$ cat src/common/csr_pkg.sv
// package for the core status and reset-cause flag block
// assumes a single core clock and a byte-wide register port
package csr_pkg;

    // ------------------------------------------------------------
    // register offsets
    // ------------------------------------------------------------
    localparam logic [8:0] POWER_CONTROL_OFFSET = 9'h08e;
    localparam logic [8:0] CORE_STATUS_OFFSET   = 9'h003;
    localparam logic [8:0] BANK_STRIDE          = 9'h080;

    // ------------------------------------------------------------
    // core status field positions
    // ------------------------------------------------------------
    localparam int CARRY_POS      = 0;
    localparam int NIBBLE_POS     = 1;
    localparam int ZERO_POS       = 2;
    localparam int SLEEP_POS      = 3;
    localparam int WATCHDOG_POS   = 4;
    localparam int BANK_LO_POS    = 5;
    localparam int BANK_HI_POS    = 6;
    localparam int INDIRECT_POS   = 7;

    // ------------------------------------------------------------
    // power control field positions
    // ------------------------------------------------------------
    localparam int BROWNOUT_POS   = 0;
    localparam int POWERON_POS    = 1;

    // ------------------------------------------------------------
    // reset values
    // ------------------------------------------------------------
    localparam logic [7:0] CORE_STATUS_RESET   = 8'h18;
    localparam logic [1:0] POWER_CONTROL_RESET = 2'h1;
    localparam logic [1:0] POWER_CONTROL_MASK  = 2'h3;

    // ------------------------------------------------------------
    // alu operations
    // ------------------------------------------------------------
    typedef enum logic [3:0]
    {
        CSR_OP_NONE,
        CSR_OP_ADD,
        CSR_OP_SUB,
        CSR_OP_AND,
        CSR_OP_OR,
        CSR_OP_XOR,
        CSR_OP_INC,
        CSR_OP_DEC,
        CSR_OP_COMPLEMENT,
        CSR_OP_MOVE_FILE,
        CSR_OP_CLEAR_FILE,
        CSR_OP_ROTATE_RIGHT,
        CSR_OP_ROTATE_LEFT,
        CSR_OP_BIT_CLEAR,
        CSR_OP_BIT_SET,
        CSR_OP_NIBBLE_SWAP
    } csr_op_type;

endpackage

$ cat src/logic/csr_alu.sv
// arithmetic unit that produces a result and the three arithmetic flags
// assumes operands are presented and read in the same cycle
`timescale 1ns/1ps

module csr_alu
    import csr_pkg::*;
(
    input  wire csr_op_type op,
    input  wire logic [7:0] work_value,
    input  wire logic [7:0] file_value,
    input  wire logic [2:0] bit_select,
    input  wire logic       carry_in,
    output logic      [7:0] result,
    output logic            carry_out,
    output logic            nibble_out,
    output logic            zero_out,
    output logic            affects_zero,
    output logic            affects_carry
);

    // ------------------------------------------------------------
    // helpers
    // ------------------------------------------------------------
    function automatic logic [8:0] add9(input logic [7:0] a,
                                        input logic [7:0] b,
                                        input logic       cin);
        add9 = {1'b0, a} + {1'b0, b} + {8'h00, cin};
    endfunction

    function automatic logic [4:0] add5(input logic [3:0] a,
                                        input logic [3:0] b,
                                        input logic       cin);
        add5 = {1'b0, a} + {1'b0, b} + {4'h0, cin};
    endfunction

    logic [8:0] sum;
    logic [4:0] low_sum;

    always_comb
    begin
        sum           = 9'h000;
        low_sum       = 5'h00;
        result        = file_value;
        carry_out     = carry_in;
        nibble_out    = 1'b0;
        affects_zero  = 1'b0;
        affects_carry = 1'b0;
        case (op)
            CSR_OP_ADD:
            begin
                sum           = add9(file_value, work_value, 1'b0);
                low_sum       = add5(file_value[3:0], work_value[3:0], 1'b0);
                result        = sum[7:0];
                carry_out     = sum[8];
                nibble_out    = low_sum[4];
                affects_zero  = 1'b1;
                affects_carry = 1'b1;
            end
            CSR_OP_SUB:
            begin
                sum           = add9(file_value, ~work_value, 1'b1);
                low_sum       = add5(file_value[3:0], ~work_value[3:0], 1'b1);
                result        = sum[7:0];
                carry_out     = sum[8];
                nibble_out    = low_sum[4];
                affects_zero  = 1'b1;
                affects_carry = 1'b1;
            end
            CSR_OP_AND:
            begin
                result       = file_value & work_value;
                affects_zero = 1'b1;
            end
            CSR_OP_OR:
            begin
                result       = file_value | work_value;
                affects_zero = 1'b1;
            end
            CSR_OP_XOR:
            begin
                result       = file_value ^ work_value;
                affects_zero = 1'b1;
            end
            CSR_OP_INC:
            begin
                result       = file_value + 8'h01;
                affects_zero = 1'b1;
            end
            CSR_OP_DEC:
            begin
                result       = file_value - 8'h01;
                affects_zero = 1'b1;
            end
            CSR_OP_COMPLEMENT:
            begin
                result       = ~file_value;
                affects_zero = 1'b1;
            end
            CSR_OP_MOVE_FILE:
            begin
                result       = work_value;
            end
            CSR_OP_CLEAR_FILE:
            begin
                result       = 8'h00;
                affects_zero = 1'b1;
            end
            CSR_OP_ROTATE_RIGHT:
            begin
                result        = {carry_in, file_value[7:1]};
                carry_out     = file_value[0];
                affects_carry = 1'b1;
            end
            CSR_OP_ROTATE_LEFT:
            begin
                result        = {file_value[6:0], carry_in};
                carry_out     = file_value[7];
                affects_carry = 1'b1;
            end
            CSR_OP_BIT_CLEAR:
            begin
                result             = file_value;
                result[bit_select] = 1'b0;
            end
            CSR_OP_BIT_SET:
            begin
                result             = file_value;
                result[bit_select] = 1'b1;
            end
            CSR_OP_NIBBLE_SWAP:
            begin
                result = {file_value[3:0], file_value[7:4]};
            end
            default:
            begin
                result = file_value;
            end
        endcase
        zero_out = (result == 8'h00);
    end

endmodule

$ cat src/logic/csr_flags.sv
// core status and reset-cause flag registers
// assumes the core issues one operation per cycle and owns the
// reset sources as synchronous one-cycle event pulses
//
// The plain strobed port was left to the implementer.
`timescale 1ns/1ps

module csr_flags
    import csr_pkg::*;
(
    input  wire logic       clk,
    input  wire logic       rst_n,
    input  wire logic       op_valid,
    input  wire csr_op_type op,
    input  wire logic [8:0] dest_addr,
    input  wire logic [7:0] work_value,
    input  wire logic [7:0] file_value,
    input  wire logic [2:0] bit_select,
    input  wire logic       poweron_event,
    input  wire logic       brownout_event,
    input  wire logic       watchdog_expiry,
    input  wire logic       watchdog_kick_op,
    input  wire logic       sleep_op,
    input  wire logic       brownout_detect_enable,
    input  wire logic [8:0] reg_addr,
    input  wire logic [7:0] reg_wdata,
    input  wire logic       reg_write,
    input  wire logic       reg_read,
    output logic      [7:0] reg_rdata,
    output logic      [7:0] op_result,
    output logic      [7:0] core_status,
    output logic      [1:0] power_control_flags,
    output logic      [1:0] direct_bank,
    output logic            indirect_page_bit,
    output logic            brownout_valid
);

    // ------------------------------------------------------------
    // address decode
    // ------------------------------------------------------------
    function automatic logic is_status(input logic [8:0] addr);
        is_status = (addr[6:0] == CORE_STATUS_OFFSET[6:0]);
    endfunction

    function automatic logic is_power(input logic [8:0] addr);
        is_power = (addr == POWER_CONTROL_OFFSET);
    endfunction

    // ------------------------------------------------------------
    // arithmetic unit
    // ------------------------------------------------------------
    logic [7:0] alu_result;
    logic       alu_carry;
    logic       alu_nibble;
    logic       alu_zero;
    logic       alu_affects_zero;
    logic       alu_affects_carry;

    csr_alu u_alu
    (
        .op            (op),
        .work_value    (work_value),
        .file_value    (file_value),
        .bit_select    (bit_select),
        .carry_in      (core_status[CARRY_POS]),
        .result        (alu_result),
        .carry_out     (alu_carry),
        .nibble_out    (alu_nibble),
        .zero_out      (alu_zero),
        .affects_zero  (alu_affects_zero),
        .affects_carry (alu_affects_carry)
    );

    // ------------------------------------------------------------
    // next state
    // ------------------------------------------------------------
    logic [7:0] next_core_status;
    logic [1:0] next_power_control_flags;
    logic [7:0] next_reg_rdata;
    logic [7:0] next_op_result;
    logic [1:0] next_direct_bank;
    logic       next_indirect_page_bit;
    logic       next_brownout_valid;
    logic       op_to_status;
    logic       op_to_power;
    logic       sw_to_status;
    logic       sw_to_power;
    logic [7:0] write_value;

    always_comb
    begin
        next_core_status         = core_status;
        next_power_control_flags = power_control_flags;
        op_to_status             = op_valid && (op != CSR_OP_NONE)
                                   && is_status(dest_addr);
        op_to_power              = op_valid && (op != CSR_OP_NONE)
                                   && is_power(dest_addr);
        sw_to_status             = reg_write && is_status(reg_addr);
        sw_to_power              = reg_write && is_power(reg_addr);
        write_value              = op_to_status ? alu_result : reg_wdata;

        if (op_to_status || sw_to_status)
        begin
            next_core_status[INDIRECT_POS] = write_value[INDIRECT_POS];
            next_core_status[BANK_HI_POS]  = write_value[BANK_HI_POS];
            next_core_status[BANK_LO_POS]  = write_value[BANK_LO_POS];
        end
        if (op_to_status ? !(alu_affects_zero || alu_affects_carry)
                         : sw_to_status)
        begin
            next_core_status[ZERO_POS]     = write_value[ZERO_POS];
            next_core_status[NIBBLE_POS]   = write_value[NIBBLE_POS];
            next_core_status[CARRY_POS]    = write_value[CARRY_POS];
        end

        if (op_valid && alu_affects_zero)
        begin
            next_core_status[ZERO_POS] = alu_zero;
        end
        if (op_valid && alu_affects_carry)
        begin
            next_core_status[CARRY_POS] = alu_carry;
        end
        if (op_valid && (op == CSR_OP_ADD || op == CSR_OP_SUB))
        begin
            next_core_status[NIBBLE_POS] = alu_nibble;
        end

        if (watchdog_kick_op)
        begin
            next_core_status[WATCHDOG_POS] = 1'b1;
            next_core_status[SLEEP_POS]    = 1'b1;
        end
        if (sleep_op)
        begin
            next_core_status[WATCHDOG_POS] = 1'b1;
            next_core_status[SLEEP_POS]    = 1'b0;
        end
        if (watchdog_expiry)
        begin
            next_core_status[WATCHDOG_POS] = 1'b0;
        end

        // software sets the cause flags
        if (op_to_power)
        begin
            next_power_control_flags = alu_result[1:0];
        end
        else if (sw_to_power)
        begin
            next_power_control_flags = reg_wdata[1:0];
        end

        if (poweron_event)
        begin
            next_power_control_flags[POWERON_POS] = 1'b0;
            next_core_status                      = CORE_STATUS_RESET;
        end
        if (brownout_event)
        begin
            next_power_control_flags[BROWNOUT_POS] = 1'b0;
            next_core_status                       = CORE_STATUS_RESET;
        end

        next_direct_bank       = next_core_status[BANK_HI_POS:BANK_LO_POS];
        next_indirect_page_bit = next_core_status[INDIRECT_POS];
        next_brownout_valid    = brownout_detect_enable;

        next_op_result = op_valid ? alu_result : op_result;

        next_reg_rdata = 8'h00;
        if (reg_read && is_status(reg_addr))
        begin
            next_reg_rdata = core_status;
        end
        else if (reg_read && is_power(reg_addr))
        begin
            next_reg_rdata = {6'h00, power_control_flags};
        end
    end

    // ------------------------------------------------------------
    // registers
    // ------------------------------------------------------------
    always_ff @(posedge clk or negedge rst_n)
    begin
        if (!rst_n)
        begin
            core_status         <= CORE_STATUS_RESET;
            power_control_flags <= POWER_CONTROL_RESET;
            reg_rdata           <= 8'h00;
            op_result           <= 8'h00;
            direct_bank         <= 2'h0;
            indirect_page_bit   <= 1'b0;
            brownout_valid      <= 1'b0;
        end
        else
        begin
            core_status         <= next_core_status;
            power_control_flags <= next_power_control_flags;
            reg_rdata           <= next_reg_rdata;
            op_result           <= next_op_result;
            direct_bank         <= next_direct_bank;
            indirect_page_bit   <= next_indirect_page_bit;
            brownout_valid      <= next_brownout_valid;
        end
    end

endmodule

$ cat config.mk
export PLATFORM = sky130hd
export DESIGN_NAME = csr_flags
export DESIGN_NICKNAME = d
export VERILOG_FILES = /design/src/common/csr_pkg.sv /design/src/logic/csr_alu.sv /design/src/logic/csr_flags.sv
export SDC_FILE = /design/constraint.sdc
export NUM_CORES = 1
export LEC_CHECK = 0
export BUFFER_PORTS_ARGS = -buffer_cell sky130_fd_sc_hd__buf_2
export CAP_MARGIN = 20
export CORE_AREA = 4 4 110 112
export CTS_CLUSTER_SIZE = 8
export DETAILED_ROUTE_END_ITERATION = 7
export DIE_AREA = 0 0 114 116
export GPL_TIMING_DRIVEN = 0
export PLACE_DENSITY = 0.6
export SKIP_LAST_GASP = 1
export SLEW_MARGIN = 20
export SYNTH_ARGS = -nofsm -noshare
export SYNTH_HDL_FRONTEND = slang
export SYNTH_SLANG_ARGS = --single-unit
$ cat constraint.sdc
create_clock -name clk -period 2.2 [get_ports clk]
set_input_delay 0.22 -clock clk [delete_from_list [all_inputs] [get_ports clk]]
set_output_delay 0.22 -clock clk [all_outputs]
set_load 0.03 [all_outputs]
==> results of run 1 <==
==> how the worst max path moves through the flow <==
stage,from,to,slack (ns),cells after the start
after global routing,core_status[0],core_status[2],-0.49,8
final,file_value[0],core_status[2],-0.39,12
after detailed placement,work_value[4],core_status[2],-1.02,12
after CTS,bit_select[0],core_status[2],-0.33,9
after floorplan,file_value[1],core_status[2],-0.23,11
after global placement,work_value[4],core_status[2],-0.96,12
==> routing by layer <==
layer / part of all wire / GRT usage / up-vias / wire [um]
met2: 0.47 / 0.407 / 302 / 7980
met4: 0.045 / 0.0895 / 0 / 778
met1: 0.40 / 0.316 / 2294 / 6860
li1: - / - / 2170 / -
met5: 0 / 0 / - / 0
met3: 0.089 / 0.0339 / 57 / 1530
==> where the power goes <==
part / switching (W) / internal (W) / leakage (nW)
Sequential: 0.0000171 / 0.000531 / 0.348
Combinational: 0.000663 / 0.000520 / 2.06
Clock: 0.000178 / 0.000247 / 0.0371
Total: 0.000858 / 0.00130 / 2.44
==> worst max-delay path, cell delays in order <==
cell	delay, ns
buf_12	0.09
inv_6	0.03
ha_4	0.16
fa_2	0.40
nand2b_4	0.18
a21oi_4	0.15
mux2i_1	0.27
o2111ai_2	0.20
nor3_2	0.27
a22oi_2	0.12
or4_1	0.50
o22ai_1	0.18
==> cell families (layout without fill, tap and decap cells) <==
logic type                 after synthesis  after routing
AOI/OAI and AO/OA                      152            152
xor gates and xnor gates                 2              2
adders and majority gates               19             19
buffers and inverters                   64            208
DFF                                     27             27
muxes                                   22             22
and+or+nand+nor                        212            212
==> Yosys cell counts (all sizes together) (6+ instances only) <==
| cell type | number | area [um2] |
|---|---|---|
| nand2b | 10 | 62.6 |
| o21ai | 35 | 175 |
| o31ai | 6 | 50.1 |
| dfrtp | 24 | 601 |
| nand2 | 35 | 131 |
| nor2b | 10 | 62.6 |
| nand4 | 6 | 37.5 |
| or2 | 6 | 37.5 |
| a311oi | 7 | 61.3 |
| buf | 25 | 181 |
| mux2i | 13 | 130 |
| clkbuf | 15 | 57.6 |
| or3 | 7 | 43.8 |
| nor3b | 7 | 73.8 |
| nor2 | 41 | 154 |
| nand3 | 14 | 70.1 |
| a21oi | 37 | 185 |
| mux2 | 9 | 101 |
| or4 | 7 | 52.6 |
| nor4 | 10 | 62.6 |
| inv | 24 | 90.1 |
| ha | 17 | 213 |
| and3 | 8 | 50.1 |
| nor3 | 21 | 105 |
==> registers in the layout, indices dropped and copies added, names as in the netlist <==
register / flops
brownout_valid: 1
reg_rdata: 8
op_result: 8
core_status: 7
power_control_flags: 2
direct_bank: 1
==> per-stage QoR <==
step                      cell area, um2   util  power, W  setup WS (ns)  TNS (ns)
after CTS                           5190  0.462   0.00200         -0.327    -0.640
after detailed placement            4460  0.397   0.00141          -1.02     -8.97
after floorplan                     3850      -   0.00110         -0.225    -0.433
final                               5670  0.505   0.00216         -0.395    -0.895
after global routing                5670  0.505   0.00225         -0.490     -1.59
after global placement              4460  0.397   0.00140         -0.957     -9.01
==> timing repair <==
action / in CTS / in global routing
endpoints found under the setup margin: 15 / 14
resized for setup: 103 / 82
hold buffers: 1 / 0
pin swaps: 31 / 25
setup buffers: 28 / 29
endpoints found under the hold margin: 24 / 0
cloned: 1 / 0
==> layout make-up <==
cell class                 instances  area share
multi-input combinational        407       0.578
clock buffer                       3      0.0132
inverter                          24      0.0199
sequential                        27       0.120
timing repair buffer             142       0.171
clock inverter                     1     0.00132
buffer                            38      0.0651
tap                              143      0.0316
==> summary.txt, run 1 <==
Routability cong. - 0.988
Post-Route WL - 17,100 um
Slew HR - 0.504
Register-to-Register Path Depth - 8
Max Cap Viol - 0
H-tree Lvls - 1
Hold Crit Endpoint - brownout_valid
HP Class - input pin to register
Die area - 13,200 um2
Post-synthesis simple-gate area fraction - 0.327
Setup violations, final - 6
#FFs+latches synth - 27
Io pins - 90
Predominant post-synthesis flop cell - dfrtp_1
Worst-path fanout max - 4
Hold slack - 0.0567 ns
First-pass DRT Iterations - 5
Core area - 11,200 um2
Post-synth EDFFs - 0
Sequential cell area - 679 um2
Synth Area per Inst - 7.61 um2
Synthesized instance count - 498
Vias in the first global route - 4,566
Peak supply drop - 0.344 mV
Power per Cell Area - 380 nW/um2
# clock sinks - 27
Number of remaining DRC errors - 0
CP required - 2.38 ns
# rows - 39
Startpoint Class - input pin
Reg2Reg Launch Point - core_status[0]
Initial Util - 0.338
Commonest non-fill, non-tap cells in the layout - buf_2 (80), buf_4 (56), nor2_1 (39)
CTS clock-pin slew for the worst setup and hold paths - 0.07 ns
Total grt overflow - 0
Pin count of the biggest net entering global routing - 28
Setup Skew - 0.00732 ns
Tmin final - 2.59 ns
Routed wire per std cell - 21.8 um
Adder-Cell Fraction of Synth Area - 0.0667
CP endpoint kind - register
Final Max Tran Viols - 0
Total GRT Usage - 0.242
# port buffers - 85
Layout overhead on the synthesized area - 49.5%
Multi-input logic area - 3280 um2
Hold wc startpoint - brownout_detect_enable
Synth Area in XOR/XNOR - 0.00660
Critical path arrival - 2.77 ns
Die Y - 116 um
P_leak - 2.44 nW
CTS tree - yes
Hold Crit Depth - 1
Mapped Nets - 577
Final ANT Viol Nets - 0
Worst-Margin Slew - 0.739 ns
Finished Layout Cells - 785
Yosys warns - 0
Layout filler cell count - 1,094
DR vias/cell - 6.14
Maximum clock insertion buffer count - 2
Final Hold Vio Count - 0
Reg-to-reg endpoint - core_status[2]
Setup ws final - -0.395 ns
Status - finished, violations left
CTS root buffer - clkbuf_16
Violated checks - setup timing
RSZ-0062 raised after global routing - true
Setup slack, reg-to-reg - -0.32 ns
Ant. Diodes - 0
Detailed Place HPWL - 12,300 um
Post-synthesis mux area share - 0.0611
Placed cells - 726
Area of the mapped netlist - 3790 um2
Asr flop ratio synth - 1.00
Clock buffer count from CTS - 3
Final critical-path share of the clock period - 1.18
CP Class - input pin to register
Routed vias - 4,823
Distinct cells, synth - 77
Initial DRC count - 528
Most common cell after layout, fill and taps aside - buf_2
Die width - 114 um
Clk_lat worst skew - 0.27 ns
Register area share after synthesis - 0.179
Initial antenna violation count - 0
F_max - 0.385 GHz
Nets - 722
Largest family of logic cells by synthesized area - simple AND/OR/NAND/NOR gates
Synth Area in Compound Gates - 0.272
Share of layout cells above drive strength 1 - 0.442
First-pass GRT wire length - 25,300 um
Note: power is estimated with default switching activity, not from simulation.
==> run 2, diff against run 1 <==
ABC_CLOCK_PERIOD_IN_PS = 3100   (was default)
clock period = 3.1 ns   (was 2.2 ns; I/O delays follow)
==> summary.txt, run 2 (same netlist as run 1, synthesis figures left out) <==
Status - complete, no violations
Die Y - 116 um
Slowest cell on crit path - fa_1
Nets - 670
RSZ-0062 raised after global routing - true
Clock buffer count from CTS - 3
Number of remaining DRC errors - 0
Final Max Tran Viols - 0
Design Power - 0.00131 W
Setup violations, final - 0
CP peak stage delay - 0.55 ns
Met1 wire length - 6370 um
CP Class - input pin to register
HP Class - input pin to async pin
Biggest regs - op_result x8, reg_rdata x8, core_status x7
Critical path arrival - 3.23 ns
F_max - 0.328 GHz
DP Worst Slack - -0.676 ns
Tmin final - 3.05 ns
Final Hold Vio Count - 0
Total GRT Usage - 0.230
Io pins - 90
Total grt overflow - 0
# rows - 39
CP endpoint kind - register
Initial Util - 0.338
Share of layout cells above drive strength 1 - 0.275
Core area - 11,200 um2
# clock sinks - 27
DR WL met2 - 7100 um
Highest routed layer - met4
Hold slack - 0.0510 ns
First-pass GRT wire length - 23,900 um
Worst-Margin Slew - 1.12 ns
Layout overhead on the synthesized area - 20.0%
Die width - 114 um
Reg2Reg Launch Point - core_status[0]
Die area - 13,200 um2
Routed vias - 4,502
Worst-path fanout max - 9
Maximum clock insertion buffer count - 2
Routability cong. - 0.979
Vias in the first global route - 4,227
CTS tree - yes
Register-to-Register Path Depth - 8
DR vias/cell - 6.14
Post-Route WL - 15,600 um
Max Cap Viol - 0
Startpoint Class - input pin
Initial antenna violation count - 0
Crit-path cells - buf_2, clkbuf_4, clkinvlp_4, fa_1, nor3_1, o31a_1, or3_1, a21oi_1, nor3_2, a22oi_1, or4_1, o22ai_1
Most common cell after layout, fill and taps aside - buf_2
Setup ws final - 0.0546 ns
Detailed Place HPWL - 12,300 um
Routed wire per std cell - 21.3 um
Setup Skew - 0.00255 ns
Setup slack, reg-to-reg - 0.35 ns
Peak supply drop - 0.203 mV
CTS root buffer - clkbuf_16
Ant. Diodes - 0
Reg-to-reg endpoint - core_status[2]
Pin count of the biggest net entering global routing - 28
Power per Cell Area - 287 nW/um2
P_leak - 2.00 nW
First-pass DRT Iterations - 5
Initial DRC count - 631
CP required - 3.28 ns
H-tree Lvls - 1
CTS clock-pin slew for the worst setup and hold paths - 0.07 ns
Met3 routed WL - 1520 um
Commonest non-fill, non-tap cells in the layout - buf_2 (97), nor2_1 (41), nand2_1 (35), a21oi_1 (35), o21ai_0 (32)
Slew HR - 0.247
Final ANT Viol Nets - 0
Clk_lat worst skew - 0.26 ns
Final critical-path share of the clock period - 0.982
# port buffers - 85
## run 2: changes by cell type in the layout (fill, tap and decap cells not counted), sizes merged
| cell | delta |
|---|---|
| buf | -49 |
| clkbuf | -2 |
| clkinv | -1 |
| clkinvlp | +1 |
| dlygate4sd3 | -1 |
## run 2: worst max-delay path by stage
| stage | startpoint | endpoint | slack (ns) |
|---|---|---|---|
| after global routing | file_value[1] | core_status[2] | -0.03 |
| after floorplan | file_value[1] | core_status[2] | 0.28 |
| final | file_value[1] | core_status[2] | 0.05 |
| after global placement | file_value[1] | core_status[2] | -0.71 |
| after CTS | file_value[1] | core_status[2] | 0.03 |
| after detailed placement | file_value[1] | core_status[2] | -0.68 |
## run 2: routing by layer
layer,vias to the layer above,track usage
met1,2088,0.310
met3,42,0.0355
met2,299,0.366
li1,2073,-
met5,-,0
met4,0,0.0974
## run 2: final cells by class
type	instances	area (um2)
repair buffers	89	458
multi-input cells	407	2820
flip-flops and latches	27	679
clock inverters	1	7.51
inverters	24	93.8
clock buffers	3	75.1
fillers	1198	6680
plain buffers	39	240
well taps	143	179
## run 2: power by group
part           total [W]  internal [W]  switching [W]
Clock           0.000299      0.000175       0.000124
Combinational   0.000617      0.000222       0.000395
Sequential      0.000389      0.000377      0.0000125
Total            0.00131      0.000774       0.000531
## run 2: worst max-delay path: cells and delay by family
kind	cells	cell delay [ns]
AOI/OAI and AO/OA	4	0.67
adders and majority gates	1	0.55
and+or+nand+nor	4	1.14
buffers and inverters	3	0.54
## run 2: metrics by stage
stage / utilization / setup TNS [ns] / instances / cell area (um2)
floorplan: - / 0 / 498 / 3790
global placement: 0.392 / -1.93 / 726 / 4400
detailed placement: 0.392 / -1.87 / 727 / 4400
CTS: 0.401 / 0 / 731 / 4500
global route: 0.405 / -0.0264 / 733 / 4550
finish: 0.405 / 0 / 733 / 4550
## run 2: repair_timing
action,in CTS,in global routing
setup endpoints to repair,3,2
pin swaps,0,3
buffers inserted,0,3
cloned,0,0
hold buffers,0,0
resized for setup,4,11
==> run 3, diff against run 2 <==
HOLD_SLACK_MARGIN = 0.12   (was default)
REMOVE_ABC_BUFFERS = 1   (was default)
==> summary.txt, run 3 (same netlist as run 1, synthesis figures left out) <==
Comb pwr share - 0.449
Layout overhead on the synthesized area - 13.9%
Commonest non-fill, non-tap cells in the layout - buf_2 (82), nor2_1 (41), a21oi_1 (36)
Final ANT Viol Nets - 0
CP endpoint kind - register
Clk_lat worst skew - 0.26 ns
Routability cong. - 0.914
First-pass GRT wire length - 20,900 um
Placed cells - 688
CP required - 3.29 ns
Worst-path fanout max - 6
Startpoint Class - input pin
Switching share of power - 0.399
# clock sinks - 27
Most common cell after layout, fill and taps aside - buf_2
Max Cap Viol - 0
P_sw - 0.000501 W
Initial antenna violation count - 0
Initial Util - 0.338
Routed wire per std cell - 19.5 um
Die area - 13,200 um2
F_max - 0.342 GHz
Pin count of the biggest net entering global routing - 56
Final Hold Vio Count - 0
Setup violations, final - 0
CP Class - input pin to register
P_leak - 1.88 nW
Critical path arrival - 3.11 ns
CTS clock-pin slew for the worst setup and hold paths - 0.07 ns
Peak supply drop - 0.211 mV
Sequential fraction of design power - 0.310
Io pins - 90
Worst-Margin Slew - 1.00 ns
Total GRT Usage - 0.194
Number of remaining DRC errors - 0
Die width - 114 um
Routed vias - 4,279
Layout filler cell count - 1,160
HP Class - input pin to register
Maximum clock insertion buffer count - 2
DR vias/cell - 6.17
Setup Skew - 0.00357 ns
Slew HR - 0.324
Ant. Diodes - 0
Power share of the clock group - 0.241
Internal Power - 0.000753 W
Sequential cell area - 679 um2
Detailed Place HPWL - 10,000 um
Initial DRC count - 455
Final critical-path share of the clock period - 0.943
Clock buffer count from CTS - 3
Total grt overflow - 0
Share of layout cells above drive strength 1 - 0.231
Multi-input logic area - 2810 um2
# rows - 39
Nets - 630
CTS root buffer - clkbuf_16
Status - complete, no violations
Tmin final - 2.92 ns
CTS tree - yes
Fin Setup TNS - 0 ns
Core area - 11,200 um2
Die Y - 116 um
# port buffers - 87
Biggest regs - op_result x8, reg_rdata x8, core_status x7
First-pass DRT Iterations - 5
Finished Layout Cells - 693
Vias in the first global route - 3,898
Post-Route WL - 13,500 um
H-tree Lvls - 1
Final Max Tran Viols - 0
Power per Cell Area - 290 nW/um2
RSZ-0062 raised after global routing - false
run 3: timing repair:
action | in CTS | in global routing
endpoints found under the hold margin | 24 | 0
pin swaps | 0 | 2
gates resized for setup | 6 | 12
hold buffers | 1 | 0
cloned | 0 | 0
setup buffers | 0 | 0
setup endpoints to repair | 4 | 4
run 3: final timing paths:
path / startpoint / to / slack (ns) / cells past startpoint
worst max register to register: core_status[0] / core_status[2] / 0.65 / 8
min in group asynchronous: rst_n / reg_rdata[3] / 0.59 / 2
worst min register to register: op_result[1] / op_result[1] / 0.50 / 1
worst max-delay path: work_value[1] / core_status[2] / 0.18 / 11
max in group asynchronous: rst_n / op_result[6] / 2.12 / 2
worst min-delay path: brownout_detect_enable / brownout_valid / 0.16 / 1
run 3: stage by stage:
step | instance area (um2) | utilization | setup WS, ns | power [W] | hold WS (ns)
finish | 4320 | 0.385 | 0.176 | 0.00125 | 0.158
floorplan | 3550 | - | 0.480 | 0.000713 | 0.0144
CTS | 4280 | 0.381 | 0.0184 | 0.00125 | 0.159
global route | 4320 | 0.385 | 0.000124 | 0.00132 | 0.148
global placement | 4170 | 0.371 | -0.598 | 0.000935 | 0.343
detailed placement | 4170 | 0.371 | -0.636 | 0.000941 | 0.349
run 3: cell type report:
| class | instances | share of cell area |
|---|---|---|
| Multi-Input combinational cell | 407 | 0.650 |
| Sequential cell | 27 | 0.157 |
| Timing Repair Buffer | 88 | 0.111 |
| Tap cell | 143 | 0.0414 |
| Inverter | 24 | 0.0209 |
| Clock buffer | 3 | 0.0174 |
| Clock inverter | 1 | 0.00174 |
run 3: critical path, stage by stage:
cell	delay [ns]
buf_2	0.17
inv_1	0.10
ha_1	0.33
nor2b_1	0.06
o31ai_1	0.70
o221a_2	0.32
o211ai_1	0.13
a211oi_1	0.24
nor2_1	0.10
or4_1	0.50
o22ai_1	0.15
run 3: routing by layer:
| metal | track usage | wire (um) | share of wire |
|---|---|---|---|
| met5 | 0 | 0 | 0 |
| met4 | 0.0752 | 467 | 0.035 |
| met3 | 0.0183 | 1040 | 0.077 |
| met2 | 0.312 | 6340 | 0.47 |
| met1 | 0.270 | 5660 | 0.42 |
run 3: power groups by stage:
stage / Clock, W / Combinational [W] / Sequential, W
4_1_cts: 0.000306 / 0.000551 / 0.000389
3_3_place_gp: 0 / 0.000540 / 0.000395
2_1_floorplan: 0 / 0.000269 / 0.000444
5_1_grt: 0.000324 / 0.000609 / 0.000391
3_5_place_dp: 0 / 0.000545 / 0.000396
6_report: 0.000302 / 0.000563 / 0.000389
